## config.mk

```make
export PLATFORM = sky130hd
export DESIGN_NAME = tsp_pcm_port
export DESIGN_NICKNAME = d
export VERILOG_FILES = /design/src/hdl/tsp_pkg.sv /design/src/hdl/tsp_frame_detect.sv /design/src/hdl/tsp_pcm_port.sv
export SDC_FILE = /design/constraint.sdc
export NUM_CORES = 1
export LEC_CHECK = 0
export BUFFER_PORTS_ARGS = -buffer_cell sky130_fd_sc_hd__buf_2
export CORE_ASPECT_RATIO = 1.2
export CORE_MARGIN = 1
export CORE_UTILIZATION = 45
export DETAILED_ROUTE_END_ITERATION = 10
export PLACE_DENSITY = 0.66
export SLEW_MARGIN = 20
export SYNTH_ARGS = -nofsm -noshare
export SYNTH_HDL_FRONTEND = slang
export SYNTH_SLANG_ARGS = --single-unit
```

## constraint.sdc

```tcl
create_clock -name core_clk -period 3.15 [get_ports core_clk]
set_clock_uncertainty 0.1 [all_clocks]
set_input_delay 0 -clock core_clk [delete_from_list [all_inputs] [get_ports core_clk]]
set_output_delay 0 -clock core_clk [all_outputs]
set_load 0.005 [all_outputs]
```

## src/hdl/tsp_pkg.sv

```systemverilog
// Constants for the serial PCM time-division port
package tsp_pkg;
  // Frame geometry
  localparam int FRAME_SLOTS    = 32;
  localparam int BITS_PER_SLOT  = 8;
  localparam int CLKS_PER_BIT   = 2;
  localparam int CNT_W          = 9;
  localparam logic [8:0] CNT_LAST  = 9'h1FF;
  localparam logic [8:0] CNT_RESET = 9'h000;
  // Serial clock rate in kHz and bit rate in kb/s, kept for reference
  localparam int SERIAL_CLK_KHZ = 4096;
  localparam int BIT_RATE_KBPS  = SERIAL_CLK_KHZ / CLKS_PER_BIT;
  // Field positions within the half-bit counter
  localparam int HALF_POS       = 0;
  localparam int BIT_LSB        = 1;
  localparam int BIT_MSB        = 3;
  localparam int SLOT_LSB       = 4;
  localparam int SLOT_MSB       = 8;
  localparam logic [2:0] BIT_FIRST = 3'h0;
  localparam logic [2:0] BIT_LAST  = 3'h7;
  // Frame pulse idle-level detection
  localparam logic [4:0] LOCK_RUN  = 5'h10;
  // Synchroniser bit positions
  localparam int SY_CLK = 0;
  localparam int SY_FRM = 1;
  localparam int SY_RIN = 2;
  localparam int SY_SIN = 3;
  localparam int SY_OE  = 4;
  localparam int SY_W   = 5;
  localparam logic [4:0] SYNC_RESET = 5'h00;
endpackage

```

## src/hdl/tsp_frame_detect.sv

```systemverilog
// Frame pulse convention detector and frame start finder
`timescale 1ns/1ps
module tsp_frame_detect (
  input  wire logic core_clk,
  input  wire logic rst,
  input  wire logic sampleStb,
  input  wire logic frameLevel,
  output logic      frameStart,
  output logic      locked,
  output logic      styleGci
);
  logic       lastLevel_q;
  logic       idleLevel_q;
  logic       locked_q;
  logic [4:0] runCnt_q;
  logic [4:0] runCnt_d;
  wire        sameLevel = (frameLevel == lastLevel_q);
  wire        runDone   = (runCnt_q == tsp_pkg::LOCK_RUN);

  // A long run at one level is the idle level; the pulse is its opposite
  assign runCnt_d   = !sameLevel ? 5'h00 : (runDone ? runCnt_q : runCnt_q + 5'h01);
  assign frameStart = sampleStb && locked_q && (lastLevel_q == idleLevel_q)
                      && (frameLevel != idleLevel_q);
  assign locked     = locked_q;
  assign styleGci   = !idleLevel_q; // Active high pulse idles low

  // Level history sampled once per serial clock fall
  always_ff @(posedge core_clk or posedge rst) begin
    if (rst) begin
      lastLevel_q <= 1'b0;
      idleLevel_q <= 1'b1;
      locked_q    <= 1'b0;
      runCnt_q    <= 5'h00;
    end else if (sampleStb) begin
      lastLevel_q <= frameLevel;
      runCnt_q    <= runCnt_d;
      if (runDone && sameLevel) begin
        idleLevel_q <= frameLevel;
        locked_q    <= 1'b1;
      end
    end
  end
endmodule

```

## src/hdl/tsp_pcm_port.sv

```systemverilog
// Serial PCM time-division port: two ports, four 32-slot streams
`timescale 1ns/1ps
module tsp_pcm_port (
  input  wire logic       core_clk,
  input  wire logic       rst,
  input  wire logic       serialBitClk,
  input  wire logic       frameSyncIn,
  input  wire logic       outputDriveEnable,
  input  wire logic       ctrlDriveEnableBit,
  input  wire logic       rxInData,
  input  wire logic       sendInData,
  input  wire logic [7:0] sendOutByte,
  input  wire logic [7:0] rxOutByte,
  output logic            sendOutData,
  output logic            sendOutEnN,
  output logic            rxOutData,
  output logic            rxOutEnN,
  output logic [7:0]      rxInByte,
  output logic [7:0]      sendInByte,
  output logic            byteStrobe,
  output logic [4:0]      slotNum,
  output logic            frameLocked,
  output logic            frameStyleGci
);
  logic [tsp_pkg::SY_W-1:0]  syncA_q;
  logic [tsp_pkg::SY_W-1:0]  syncB_q;
  logic                      clkPrev_q;
  logic [tsp_pkg::CNT_W-1:0] cnt_q;
  logic [tsp_pkg::CNT_W-1:0] cnt_d;
  logic                      sendOutEnN_q;
  logic                      rxOutEnN_q;
  logic                      byteStrobe_q;
  logic [4:0]                slotNum_q;
  logic                      locked_q;
  logic                      styleGci_q;
  logic                      txBit_q   [2];
  logic [7:0]                txShift_q [2];
  logic [7:0]                rxShift_q [2];
  logic [7:0]                rxByte_q  [2];
  logic [7:0]                txSrc     [2];
  logic [1:0]                inBit;
  logic                      frameStart;
  logic                      detLocked;
  logic                      detGci;

  // Named views of synchronised pins and of the counter
  wire       clkSync   = syncB_q[tsp_pkg::SY_CLK];
  wire       fallEdge  = clkPrev_q && !clkSync;
  wire       riseEdge  = !clkPrev_q && clkSync;
  wire       driveOn   = syncB_q[tsp_pkg::SY_OE] && ctrlDriveEnableBit;
  wire [2:0] nextBit   = cnt_d[tsp_pkg::BIT_MSB:tsp_pkg::BIT_LSB];
  wire [2:0] curBit    = cnt_q[tsp_pkg::BIT_MSB:tsp_pkg::BIT_LSB];
  wire       bitBegins = fallEdge && !cnt_d[tsp_pkg::HALF_POS];
  wire       loadSlot  = bitBegins && (nextBit == tsp_pkg::BIT_FIRST);
  wire       bitEnds   = riseEdge && cnt_q[tsp_pkg::HALF_POS];
  wire       slotEnds  = bitEnds && (curBit == tsp_pkg::BIT_LAST);

  // Port 1 sends on the send-side output; port 2 on the receive-side output
  assign txSrc[0] = sendOutByte;
  assign txSrc[1] = rxOutByte;
  // Port 1 listens on the receive-side input; port 2 on the send-side input
  assign inBit    = {syncB_q[tsp_pkg::SY_SIN], syncB_q[tsp_pkg::SY_RIN]};
  // Frame pulse restarts the half-bit count; otherwise it wraps every frame
  assign cnt_d    = frameStart ? tsp_pkg::CNT_RESET : cnt_q + 9'h001;

  // Two flip-flops on every pin from outside the core clock domain
  always_ff @(posedge core_clk or posedge rst) begin
    if (rst) begin
      syncA_q   <= tsp_pkg::SYNC_RESET;
      syncB_q   <= tsp_pkg::SYNC_RESET;
      clkPrev_q <= 1'b0;
    end else begin
      syncA_q   <= {outputDriveEnable, sendInData, rxInData, frameSyncIn, serialBitClk};
      syncB_q   <= syncA_q;
      clkPrev_q <= clkSync;
    end
  end

  tsp_frame_detect u_detect (
    .core_clk   (core_clk),
    .rst        (rst),
    .sampleStb  (fallEdge),
    .frameLevel (syncB_q[tsp_pkg::SY_FRM]),
    .frameStart (frameStart),
    .locked     (detLocked),
    .styleGci   (detGci)
  );

  // Half-bit counter advances on each serial clock fall
  always_ff @(posedge core_clk or posedge rst) begin
    if (rst) begin
      cnt_q <= tsp_pkg::CNT_RESET;
    end else if (fallEdge) begin
      cnt_q <= cnt_d;
    end
  end

  // Output drive is the AND of pin and control bit, low-true enable
  always_ff @(posedge core_clk or posedge rst) begin
    if (rst) begin
      sendOutEnN_q <= 1'b1;
      rxOutEnN_q   <= 1'b1;
    end else begin
      sendOutEnN_q <= !driveOn;
      rxOutEnN_q   <= !driveOn;
    end
  end

  // Per-stream shifters: one transmit and one receive lane per port
  for (genvar s = 0; s < 2; s++) begin : g_lane
    // Transmit: load the slot byte at its first bit, MSB first, hold two clocks
    always_ff @(posedge core_clk or posedge rst) begin
      if (rst) begin
        txShift_q[s] <= 8'h00;
        txBit_q[s]   <= 1'b0;
      end else if (loadSlot) begin
        txShift_q[s] <= txSrc[s];
        txBit_q[s]   <= txSrc[s][7];
      end else if (bitBegins) begin
        txShift_q[s] <= {txShift_q[s][6:0], 1'b0};
        txBit_q[s]   <= txShift_q[s][6];
      end
    end
    // Receive: sample at the closing rise of each bit, late for setup margin
    always_ff @(posedge core_clk or posedge rst) begin
      if (rst) begin
        rxShift_q[s] <= 8'h00;
        rxByte_q[s]  <= 8'h00;
      end else if (bitEnds) begin
        rxShift_q[s] <= {rxShift_q[s][6:0], inBit[s]};
        if (curBit == tsp_pkg::BIT_LAST) begin
          rxByte_q[s] <= {rxShift_q[s][6:0], inBit[s]};
        end
      end
    end
  end

  // Slot number, byte strobe and detector status to the user side
  always_ff @(posedge core_clk or posedge rst) begin
    if (rst) begin
      byteStrobe_q <= 1'b0;
      slotNum_q    <= 5'h00;
      locked_q     <= 1'b0;
      styleGci_q   <= 1'b0;
    end else begin
      byteStrobe_q <= slotEnds;
      if (slotEnds) begin
        slotNum_q <= cnt_q[tsp_pkg::SLOT_MSB:tsp_pkg::SLOT_LSB];
      end
      locked_q     <= detLocked;
      styleGci_q   <= detGci;
    end
  end

  // All outputs straight from flip-flops
  assign sendOutData   = txBit_q[0];
  assign rxOutData     = txBit_q[1];
  assign sendOutEnN    = sendOutEnN_q;
  assign rxOutEnN      = rxOutEnN_q;
  assign rxInByte      = rxByte_q[0];
  assign sendInByte    = rxByte_q[1];
  assign byteStrobe    = byteStrobe_q;
  assign slotNum       = slotNum_q;
  assign frameLocked   = locked_q;
  assign frameStyleGci = styleGci_q;
endmodule

```

# After elaboration in Yosys (flattened, before gate mapping)
# Cells that the tools add are included.
[word_totals]
reg_bits = 83
out_inout_bits = 28
inputBits = 24
wordCells = 61
[op_classes]
eq_ne = 6
n_addsub = 2
n_reduce_logical = 21
muxes = 11
[ops]
columns = ["cell", "count"]
rows = [
  ["two-way mux 7 bit", 4],
  ["logical AND 1 bit", 11],
  ["two-way mux 5 bit", 2],
  ["adder 9 x 1 -> 9 bit (second input constant)", 1],
  ["two-way mux 9 bit", 1],
  ["AND reduction 2 bit", 3],
  ["adder 5 x 1 -> 5 bit (second input constant)", 1],
  ["equality test 5 bit (second input constant)", 1],
  ["zero test 1 bit", 5],
  ["two-way mux 1 bit", 4],
  ["equality test 3 bit (second input constant)", 1],
  ["zero test 3 bit", 1],
  ["equality test 1 bit", 2],
  ["inequality test 2 bit (second input constant)", 1],
  ["nonzero test 2 bit", 1],
  ["inequality test 1 bit", 1],
]

# Depth between registers and ports, before layout
# Gate-level depths: netlist of the first run.
[depth]
word_depth = 10
depth_mapped = 6
depth_no_buf = 6

# Hierarchy
# Synthesis of the first run repeated with hierarchy kept, for this count alone.
[hier_totals]
hier_cells = 267
area_unflattened_um2 = 3621.0
[modules_own_cells]
columns = ["module", "seq_area_each_um2", "cells_each", "n_inst", "area_per_inst_um2"]
rows = [
  ["tsp_pcm_port", 1878.1, 221, 1, 3166.8],
  ["tsp_frame_detect", 201.4, 46, 1, 454.2],
]

# Worst setup path after synthesis of the first run
# OpenSTA, ideal clock, no wires.
[synth_timing]
kind = "register -> register"
start = "register cnt_q[0] (netlist bit)"
end = "register txShift_q[1] (netlist bit)"
synth_period_minus_slack_ns = 2.155
setup_ns = 0.126
required_ns = 2.924
t_arrival_ns = 1.929
path_stages_with_launch = 7
path_buffers = 1
path_slack_ns = 0.995
path_cell_list = "dfrtp_1 > ha_1 > or4_4 > nor2b_4 > o211a_4 > buf_6 > a221o_1"
[synth_via]
elab_chain_len = 6
word_cells_on_any_way = 8
classes_between = "add/sub: 1; mux: 2; reduce/logical: 5"
[synth_lines]
columns = ["element", "line_no", "rtl"]
rows = [
  ["from (decl)", "tsp_pcm_port.sv:28", "logic [tsp_pkg::CNT_W-1:0] cnt_q;"],
  ["from (signal assigned)", "tsp_pcm_port.sv:92", "cnt_q <= tsp_pkg::CNT_RESET;"],
  ["from (signal assigned)", "tsp_pcm_port.sv:94", "cnt_q <= cnt_d;"],
  ["adder 9 x 1 -> 9 bit (*)", "tsp_pcm_port.sv:64", "assign cnt_d = frameStart ? tsp_pkg::CNT_RESET : cnt_q + 9'h001;"],
  ["two-way mux 9 bit (*)", "tsp_pcm_port.sv:64", ""],
  ["zero test 1 bit", "tsp_pcm_port.sv:53", "wire bitBegins = fallEdge && !cnt_d[tsp_pkg::HALF_POS];"],
  ["logical AND 1 bit", "tsp_pcm_port.sv:53", ""],
  ["logical AND 1 bit", "tsp_pcm_port.sv:54", "wire loadSlot = bitBegins && (nextBit == tsp_pkg::BIT_FIRST);"],
  ["two-way mux 7 bit or nonzero test 2 bit (tied branches)", "--", ""],
  ["to (signal, indexed assignment)", "tsp_pcm_port.sv:117", "txShift_q[s] <= txSrc[s];"],
  ["to (signal, indexed assignment)", "tsp_pcm_port.sv:120", "txShift_q[s] <= {txShift_q[s][6:0], 1'b0};"],
  ["to (decl)", "tsp_pcm_port.sv:37", "logic [7:0] txShift_q [2];"],
]
# Mark *: on every way between the ends. The rest lies on a longest branch, timed or not.
# A chain may end at the register's enable or synchronous reset.

# Final worst setup path of the first run
[layout_timing]
start = "register cnt_q[0] (netlist bit)"
end = "register txShift_q[9] (netlist bit)"
# Same word-level chain as after synthesis.

==> results.py, run 1 <==
metrics = {
    "cts": {
        "clock_sinks": 83,
        "clk_latency_ns": 0.35,
        "ctsHtreeMaxLevel": 3,
        "clockBufferDepth": 2,
        "cts_buffers": 9,
        "path_clk_slew_ns": 0.09,
        "clockRootBuffer": "clkbuf_8",
        "cts_tree": "yes",
        "cts_setup_buffers": 0,
    },
    "synth": {
        "netlist.area_leader.share_pct": 60.13,
        "synth_xor_area_share_pct": 2.079,
        "yosysTopAreaCell": "dfrtp_1",
        "yosysWarnings": 0,
        "synth_area_per_cell_sq_um": 13.59,
        "synthCells": 248,
        "synthTopCellsByArea": "dfrtp_1 60%, mux2_1 12%, a221o_1 4.2%",
        "muxShareOfSynthArea_pct": 12.03,
        "synth_compound_area_share_pct": 9.057,
        "synth_nets": 275,
        "synth_fa_ha_area_share_pct": 1.114,
        "synth.most_common_cell": "dfrtp_1",
        "synthArstFlopShare_pct": 100.0,
        "synth-simple-area-share_pct": 11.32,
        "synth_edf_count": 0,
        "ys_ff_latch": 83,
        "syn_area_sq_um": 3371,
        "ys.flop_type": "dfrtp_1",
        "synth_top_family_by_area": "multiplexers",
        "yosysSeqAreaShare_pct": 61.69,
        "synth_commonest_cells": "81 x dfrtp_1, 36 x mux2_1, 16 x nand2_1",
        "synth_cell_type_count": 42,
    },
    "sta": {
        "setup_violations": 0,
        "min_period_over_period_pct": 74.34,
        "holdWs_ns": 0.1590,
        "post-route-min-period_ns": 2.342,
        "hold_viol": 0,
        "maxSlewViolCount": 0,
        "rsz0062_at_grt": "false",
        "worst_slew_pin_slew_ns": 0.7978,
        "setup_slack_ns": 0.8083,
        "fin_tns_setup_ns": 0,
        "relSlewSlack_pct": 46.12,
        "max_freq_ghz": 0.4270,
    },
    "floorplanning": {
        "die_h_microns": 96.81,
        "row_count": 34,
        "die_area_sq_um": 7842,
        "dieWidth_microns": 81.01,
        "start_util_pct": 46.61,
        "io_pins": 52,
        "core_area_sq_um": 7232,
    },
    "worst_setup_path": {
        "end_kind": "register",
        "cpPeakStageDelay_ns": 0.60,
        "cp_slowest_cell": "o221ai_2",
        "start_kind": "register",
        "critPathKind": "register to register",
        "required_ns": 3.34,
        "path_max_fanout": 16,
        "crit_chain": "ha_1 -> or4_4 -> o221ai_2 -> a221o_1",
        "cp.arrival_ns": 2.53,
    },
    "layout": {
        "final_layout_size_suffix_gt1_share_pct": 24.85,
        "diodes": 0,
        "seq_area_sq_um": 2079,
        "fill_cells": 609,
        "nNetsFinal": 352,
        "multiInputGateArea_sq_um": 1202,
        "final_area_sq_um": 4105,
        "final_util_pct": 56.76,
        "area_growth_syn_to_layout_pct": 21.79,
    },
    "route": {
        "via_per_inst": 5.286,
        "wl_mm": 5.844,
        "drtIter0Drc": 101,
        "postRouteAntennaNets": 0,
        "via_count": 2220,
        "route.detailed.drc": 0,
        "wl_per_cell_microns": 13.91,
        "drtPass1Iterations": 4,
    },
    "power": {
        "swShare_pct": 29.91,
        "power_density_nw_per_um2": 680.2,
        "internal-power_w": 0.001957,
        "clock_power_share_pct": 24.3,
        "ir_worst_vdd_uv": 364.0,
        "leakage_nw": 2.066,
        "p_sw_w": 0.0008352,
        "p_comb_share_pct": 20.8,
        "power_frac_seq_pct": 55.0,
    },
    "grt": {
        "grt.total_usage_pct": 16.83,
        "grt-ovfl-total": 0,
        "grt_pass1_vias": 2189,
        "grt_pass1_wl_mm": 10.04,
        "grt_start_max_net_pins": 40,
        "antenna_found_initial": 0,
    },
    "run": {
        "maxCapViolCount": 0,
    },
    "placement": {
        "hpwl_mm": 3.612,
        "io_buffers": 51,
        "pre_cts_ws_ns": 0.8250,
        "gp_congestion": 0.7482,
        "place_area_sq_um": 3700,
    },
    "worst_hold_path": {
        "hold_path.class": "primary input to async pin",
    },
    "status": {
        "status": "completed",
    },
}
## power groups by stage
stage	registers [W]	clock network, W	logic [W]
3_3_place_gp	0.00154	0	0.000544
6_report	0.00154	0.000677	0.000580
4_1_cts	0.00153	0.000710	0.000587
2_1_floorplan	0.00150	0	0.000426
5_1_grt	0.00158	0.000752	0.000662
3_5_place_dp	0.00155	0	0.000565
## what timing repair did
item | CTS | global route
endpoints found under the hold margin | 59 | 0
hold buffers | 23 | 0
resized for setup | 0 | 0
## layout by cell type (no fill, tap or decap), drive strengths merged, types with 3 or more instances in the layout
cell type / instances
dfrtp: 81
nor3: 5
nand3b: 3
xnor2: 4
and3: 14
a221o: 14
dlygate4sd3: 23
clkbuf: 9
nand2: 16
nand3: 5
clkinv: 4
inv: 6
xor2: 4
o21ai: 7
nor2: 7
ha: 3
buf: 55
mux2: 36
a21oi: 3
## final timing paths
path                       cells after the start      endpoint  slack (ns)         startpoint
max                                            4  txShift_q[9]        0.81           cnt_q[0]
min                                            3    syncA_q[4]        0.16                rst
max reg2reg                                    4  txShift_q[9]        0.81           cnt_q[0]
min reg2reg                                    0    syncB_q[3]        0.25         syncA_q[3]
max in group asynchronous                      4    slotNum[1]        2.05                rst
min in group core_clk                          2    syncA_q[4]        0.18  outputDriveEnable
## through the flow
step           total power, W  instances
4_1_cts              0.002830        420
5_1_grt              0.002991        420
3_3_place_gp         0.002088        381
6_report             0.002792        420
2_1_floorplan        0.001927        248
3_5_place_dp         0.002115        381
## sequential cells by signal, indices dropped and copies added, names as in the netlist, 5 cells and up
signal,flops
cnt_q,9
rxInByte,8
rxShift_q,14
sendInByte,8
slotNum,5
syncA_q,5
syncB_q,5
txShift_q,14
u_detect.runCnt_q,5
## cell families (layout without fill, tap and decap cells)
group | count (synthesis) | in the layout
flip-flops | 83 | 83
AND/OR/NAND/NOR | 67 | 67
multiplexers | 36 | 36
AO/OA/AOI/OAI | 34 | 34
buffers and inverters | 17 | 99
XOR/XNOR | 8 | 8
adder cells (fa/ha/maj) | 3 | 3
## layer usage
| metal | routed length (microns) | vias to the layer above | track usage [%] | share of wire (%) |
|---|---|---|---|---|
| met3 | 202 | 10 | 3.208 | 3.5 |
| met5 | 0 | - | 0 | 0 |
| met4 | 137 | 0 | 9.066 | 2.3 |
| met1 | 2730 | 1098 | 22.03 | 47 |
| li1 | - | 1054 | - | - |
| met2 | 2775 | 58 | 25.99 | 47 |
## worst max-delay path, delay by kind of cell, from the launching register on
family | cells | cell delay (ns)
fa+ha+maj | 1 | 0.35
compound gates | 2 | 0.88
simple gates | 1 | 0.50
flops | 1 | 0.46
## cell type report
| type | count | area share (%) |
|---|---|---|
| multi-input cells | 148 | 29.29 |
| flip-flops and latches | 83 | 50.66 |
| well taps | 90 | 2.743 |
| clock inverters | 7 | 1.250 |
| clock buffers | 9 | 3.017 |
| inverters | 5 | 0.4877 |
| repair buffers | 78 | 12.56 |
(Power assumes the default switching activity.)
==> run 2, diff against run 1 <==
--- a/config.mk
+++ b/config.mk
@@ -10,7 +10,7 @@
 export CORE_MARGIN = 1
 export CORE_UTILIZATION = 45
 export DETAILED_ROUTE_END_ITERATION = 10
-export PLACE_DENSITY = 0.66
+export PLACE_DENSITY = 0.68
 export SLEW_MARGIN = 20
 export SYNTH_ARGS = -nofsm -noshare
 export SYNTH_HDL_FRONTEND = slang
==> constraint.sdc (replaced) <==
create_clock -name core_clk -period 2.15 [get_ports core_clk]
set_clock_uncertainty 0.1 [all_clocks]
set_input_delay 0 -clock core_clk [delete_from_list [all_inputs] [get_ports core_clk]]
set_output_delay 0 -clock core_clk [all_outputs]
set_load 0.005 [all_outputs]
==> run 2 against run 1 <==
Effect of this change: cell count rose by 2.4%; highest routed layer unchanged; count of clock-buffer cells in the layout increased by 2; fmax up 12%; first-iteration DRC count decreased by 53%; die area did not move; critical path depth is 1 higher; utilization is 1.8 points higher; routed wire length rose by 3.4%; cell area rose by 3.2%; combinational power increased by 67%; critical endpoint is now txShift_q[5]; critical path type unchanged; global-route usage grew 0.57 points.
==> results.py, run 2 (synthesis results as in run 1) <==
metrics = {
    "layout": {
        "diodes": 0,
        "final_common_cell": "dfrtp_1",
        "fill_cells": 622,
        "final_cell_mix": "81 x dfrtp_1, 51 x buf_2, 36 x mux2_1",
        "reg_top3": "rxShift_q: 14 flops, txShift_q: 14 flops, cnt_q: 9 flops",
        "area_growth_syn_to_layout_pct": 25.65,
        "nNetsFinal": 362,
        "final_layout_size_suffix_gt1_share_pct": 26.76,
    },
    "worst_setup_path": {
        "timing.critical_path.buf_inv": 0,
        "required_ns": 2.27,
        "cp.arrival_ns": 2.21,
        "crit_chain": "ha_1 -> or4_4 -> nor2b_4 -> o211a_4 -> a221o_1",
        "end_kind": "register",
        "start_kind": "register",
        "cp_slowest_cell": "or4_4",
        "cp.depth": 5,
        "critPathKind": "register to register",
        "path_max_fanout": 14,
        "crit_family": "simple AND/OR/NAND/NOR gates",
        "cpPeakStageDelay_ns": 0.51,
        "worstRegToRegCells": 5,
    },
    "route": {
        "via_count": 2225,
        "route.detailed.drc": 0,
        "drtIter0Drc": 47,
        "wl_mm": 6.044,
        "drtPass1Iterations": 4,
        "via_per_inst": 5.174,
        "postRouteAntennaNets": 0,
        "wl_per_cell_microns": 14.06,
    },
    "worst_hold_path": {
        "hold_path.class": "primary input to register",
        "hold_depth": 2,
    },
    "sta": {
        "maxSlewViolCount": 0,
        "max_freq_ghz": 0.4777,
        "hold_viol": 0,
        "min_period_over_period_pct": 97.36,
        "post-route-min-period_ns": 2.093,
        "setup_violations": 0,
        "holdWs_ns": 0.1901,
        "worst_slew_pin_slew_ns": 0.7435,
        "fin_tns_setup_ns": 0,
        "relSlewSlack_pct": 50.33,
        "rsz0062_at_grt": "false",
    },
    "run": {
        "maxCapViolCount": 0,
    },
    "cts": {
        "cts_resized": 0,
        "clock_sinks": 83,
        "cts_buffers": 9,
        "ctsHtreeMaxLevel": 3,
        "clk_latency_ns": 0.34,
        "path_clk_slew_ns": 0.08,
        "clockBufferDepth": 2,
        "cts_tree": "yes",
        "clockRootBuffer": "clkbuf_8",
    },
    "grt": {
        "grt_pass1_wl_mm": 10.52,
        "grt_pass1_vias": 2292,
        "antenna_found_initial": 0,
        "grt_start_max_net_pins": 36,
        "grt-ovfl-total": 0,
        "grt.total_usage_pct": 17.40,
    },
    "floorplanning": {
        "die_area_sq_um": 7842,
        "io_pins": 52,
        "core_area_sq_um": 7232,
        "dieWidth_microns": 81.01,
        "start_util_pct": 46.61,
        "row_count": 34,
        "die_h_microns": 96.81,
    },
    "power": {
        "power_density_nw_per_um2": 1014,
        "leakage_nw": 2.122,
        "ir_worst_vdd_uv": 465.8,
    },
    "placement": {
        "hpwl_mm": 3.970,
        "io_buffers": 51,
        "gp_congestion": 0.7838,
    },
    "status": {
        "status": "completed",
    },
}
-- run 2: changes by cell type in the layout (fill, tap and decap cells not counted), sizes merged --
cell      before  now
clkbuf         9   11
inv            6    5
buf           55   65
bufinv         0    1
clkinv         4    0
clkinvlp       2    4
-- run 2: worst reg2reg max path, stage by stage (launching register included) --
cell and delay [ns]:
dfrtp_1 0.39, ha_1 0.33, or4_4 0.51, nor2b_4 0.14
o211a_4 0.19, a221o_1 0.32
-- run 2: routing by layer --
layer | up-vias | global-route usage [%] | share of wire (%)
li1 | 1070 | - | -
met1 | 1094 | 23.38 | 45
met2 | 51 | 27.08 | 49
met3 | 10 | 3.208 | 3.5
met4 | 0 | 7.830 | 1.8
met5 | - | 0 | 0
-- run 2: cell type report --
type | instances | area (sq um) | share of cell area, %
clock buffer | 11 | 141.4 | 3.338
clock inverter | 5 | 61.31 | 1.448
inverter | 5 | 22.52 | 0.5318
multi-input combinational | 148 | 1202 | 28.39
sequential | 83 | 2079 | 49.10
tap | 90 | 112.6 | 2.659
timing repair buffer | 88 | 615.6 | 14.53
-- run 2: repair_timing --
| item | CTS | global route |
|---|---|---|
| hold buffers | 23 | 0 |
| endpoints found under the hold margin | 53 | 0 |
| buffers inserted | 0 | 0 |
-- run 2: final timing paths --
kind / start / endpoint / slack, ns
setup / recovery: cnt_q[1] / txShift_q[5] / 0.06
hold reg to reg: syncA_q[0] / syncB_q[0] / 0.25
min in group asynchronous: rst / syncB_q[4] / 0.23
setup reg to reg: cnt_q[1] / txShift_q[5] / 0.06
max in group asynchronous: rst / syncA_q[2] / 1.03
hold / removal: outputDriveEnable / syncA_q[4] / 0.19
-- run 2: per-stage QoR --
stage          power (W)  cells  utilization (%)  setup WS, ns  cell area, sq um
6_report        0.004296    430            58.56       0.05672              4235
3_5_place_dp    0.003184    391            52.58       0.04871              3802
4_1_cts         0.004345    430            58.56       0.04550              4235
3_3_place_gp    0.003121    391            52.58        0.1338              3802
2_1_floorplan   0.002823    248                -       0.01405              3374
5_1_grt         0.004588    430            58.56      0.005467              4235
-- run 2: power breakdown --
part	switching [W]	internal, W
Clock	0.000544	0.000573
Sequential	0.000252	0.00196
Combinational	0.000433	0.000533
==> run 3, diff against run 2 <==
--- a/config.mk
+++ b/config.mk
@@ -6,11 +6,13 @@
 export NUM_CORES = 1
 export LEC_CHECK = 0
 export BUFFER_PORTS_ARGS = -buffer_cell sky130_fd_sc_hd__buf_2
+export CELL_PAD_IN_SITES_DETAIL_PLACEMENT = 2
+export CELL_PAD_IN_SITES_GLOBAL_PLACEMENT = 2
 export CORE_ASPECT_RATIO = 1.2
 export CORE_MARGIN = 1
-export CORE_UTILIZATION = 45
+export CORE_UTILIZATION = 35
 export DETAILED_ROUTE_END_ITERATION = 10
-export PLACE_DENSITY = 0.68
+export PLACE_DENSITY_LB_ADDON = 0.1
 export SLEW_MARGIN = 20
 export SYNTH_ARGS = -nofsm -noshare
 export SYNTH_HDL_FRONTEND = slang
==> run 3 against run 2 <==
Effect of this change: critical path type unchanged; combinational power is 3.0% higher; sequential share of layout area decreased by 0.19 points; power increased by 1.2%; utilization fell by 12 points; highest routed layer unchanged; hold slack lost 0.0095 ns; largest cell class unchanged; critical endpoint is now txShift_q[1]; largest power group unchanged; fmax grew 2.2%.
==> results.py, run 3 (synthesis results as in run 1) <==
metrics = {
    "worst_setup_path": {
        "crit_start": "cnt_q[1]",
        "path_max_fanout": 14,
        "r2r_setup_slack_ns": 0.10,
        "reg2reg_from": "cnt_q[1]",
        "required_ns": 2.28,
        "cpPeakStageDelay_ns": 0.49,
        "end_kind": "register",
        "crit_family": "simple AND/OR/NAND/NOR gates",
        "cp.arrival_ns": 2.18,
        "worstRegToRegCells": 5,
        "timing.critical_path.buf_inv": 0,
        "crit_chain": "ha_4 -> or4_4 -> nor2b_4 -> o211a_4 -> a221o_1",
        "start_kind": "register",
        "crit_end": "txShift_q[1]",
        "reg2reg_to": "txShift_q[1]",
        "cp.depth": 5,
        "cp_slowest_cell": "or4_4",
        "critPathKind": "register to register",
    },
    "cts": {
        "clk_latency_ns": 0.35,
        "path_clk_slew_ns": 0.08,
        "cts_tree": "yes",
        "ctsHtreeMaxLevel": 3,
        "clock_sinks": 83,
        "cts_setup_buffers": 0,
        "clockBufferDepth": 2,
        "clockRootBuffer": "clkbuf_8",
        "cts_buffers": 9,
    },
    "layout": {
        "diodes": 0,
        "nNetsFinal": 360,
        "final_cell_mix": "81 x dfrtp_1, 51 x buf_2, 36 x mux2_1",
        "area_growth_syn_to_layout_pct": 26.13,
        "stdcell_count": 458,
        "final_layout_size_suffix_gt1_share_pct": 26.33,
        "final_common_cell": "dfrtp_1",
        "fill_cells": 923,
        "reg_top3": "rxShift_q: 14 flops, txShift_q: 14 flops, cnt_q: 9 flops",
        "final_area_sq_um": 4252,
    },
    "sta": {
        "fin_tns_setup_ns": 0,
        "max_freq_ghz": 0.4884,
        "hold_viol": 0,
        "setup_slack_ns": 0.1024,
        "relSlewSlack_pct": 63.48,
        "maxSlewViolCount": 0,
        "rsz0062_at_grt": "false",
        "post-route-min-period_ns": 2.048,
        "worst_slew_pin_slew_ns": 0.5459,
        "setup_violations": 0,
        "min_period_over_period_pct": 95.24,
    },
    "floorplanning": {
        "die_area_sq_um": 10030,
        "die_h_microns": 109.5,
        "start_util_pct": 36.73,
        "io_pins": 52,
        "row_count": 38,
        "core_area_sq_um": 9176,
        "dieWidth_microns": 91.59,
    },
    "placement": {
        "gp_congestion": 0.6985,
        "place_area_sq_um": 3812,
        "pre_cts_ws_ns": 0.05865,
        "io_buffers": 51,
        "hpwl_mm": 4.666,
        "dp_cells": 419,
    },
    "worst_hold_path": {
        "hold_path.class": "primary input to register",
    },
    "grt": {
        "grt-ovfl-total": 0,
        "grt_start_max_net_pins": 84,
        "antenna_found_initial": 0,
        "grt_pass1_wl_mm": 11.93,
        "grt.total_usage_pct": 15.52,
        "grt_pass1_vias": 2431,
    },
    "power": {
        "power_density_nw_per_um2": 1023,
        "ir_worst_vdd_uv": 414.0,
        "leakage_nw": 2.114,
        "power_w": 0.004349,
    },
    "route": {
        "postRouteAntennaNets": 0,
        "via_per_inst": 5.007,
        "via_count": 2293,
        "drtIter0Drc": 48,
        "route.detailed.drc": 0,
        "wl_per_cell_microns": 15.70,
        "drtPass1Iterations": 4,
        "wl_mm": 7.189,
    },
    "run": {
        "maxCapViolCount": 0,
    },
    "status": {
        "status": "completed",
    },
}
-- run 3: layout make-up --
type / count / area (sq um) / share of cell area [%]
inverters: 5 / 22.52 / 0.5297
repair buffers: 86 / 588.1 / 13.83
well taps: 120 / 150.1 / 3.531
clock buffers: 12 / 145.1 / 3.414
clock inverters: 4 / 51.30 / 1.207
multi-input cells: 148 / 1215 / 28.58
flip-flops and latches: 83 / 2079 / 48.91
-- run 3: where the power goes --
group	leakage (nW)	switching, W	internal [W]
registers	1.07	0.000268	0.00196
clock network	0.0966	0.000554	0.000570
logic	0.947	0.000447	0.000549
-- run 3: metal layers --
layer / global-route usage, % / vias to the layer above / wire (microns)
met5: 0 / - / 0
met4: 6.576 / 0 / 117
met3: 3.942 / 9 / 237
met2: 26.32 / 37 / 3660
met1: 18.88 / 1182 / 3173
li1: - / 1065 / -
-- run 3: metrics by stage --
stage	utilization, %	hold WS, ns
6_report	46.33	0.1807
3_5_place_dp	41.55	0.009638
2_1_floorplan	-	-0.06857
3_3_place_gp	41.55	0.008020
5_1_grt	46.33	0.1668
4_1_cts	46.20	0.1577
-- run 3: what timing repair did --
action                                 CTS  global route
gates resized for setup                  0             1
hold buffers                            23             0
setup endpoints to repair                0            11
endpoints found under the hold margin  104             0
-- run 3: how the worst min path moves through the flow --
stage	start	endpoint	depth (start not counted)
6_report	frameSyncIn	syncA_q[1]	2
5_1_grt	sendInData	syncA_q[3]	2
4_1_cts	outputDriveEnable	syncA_q[4]	2
3_5_place_dp	frameSyncIn	syncA_q[1]	1
3_3_place_gp	frameSyncIn	syncA_q[1]	1
2_1_floorplan	serialBitClk	syncA_q[0]	0
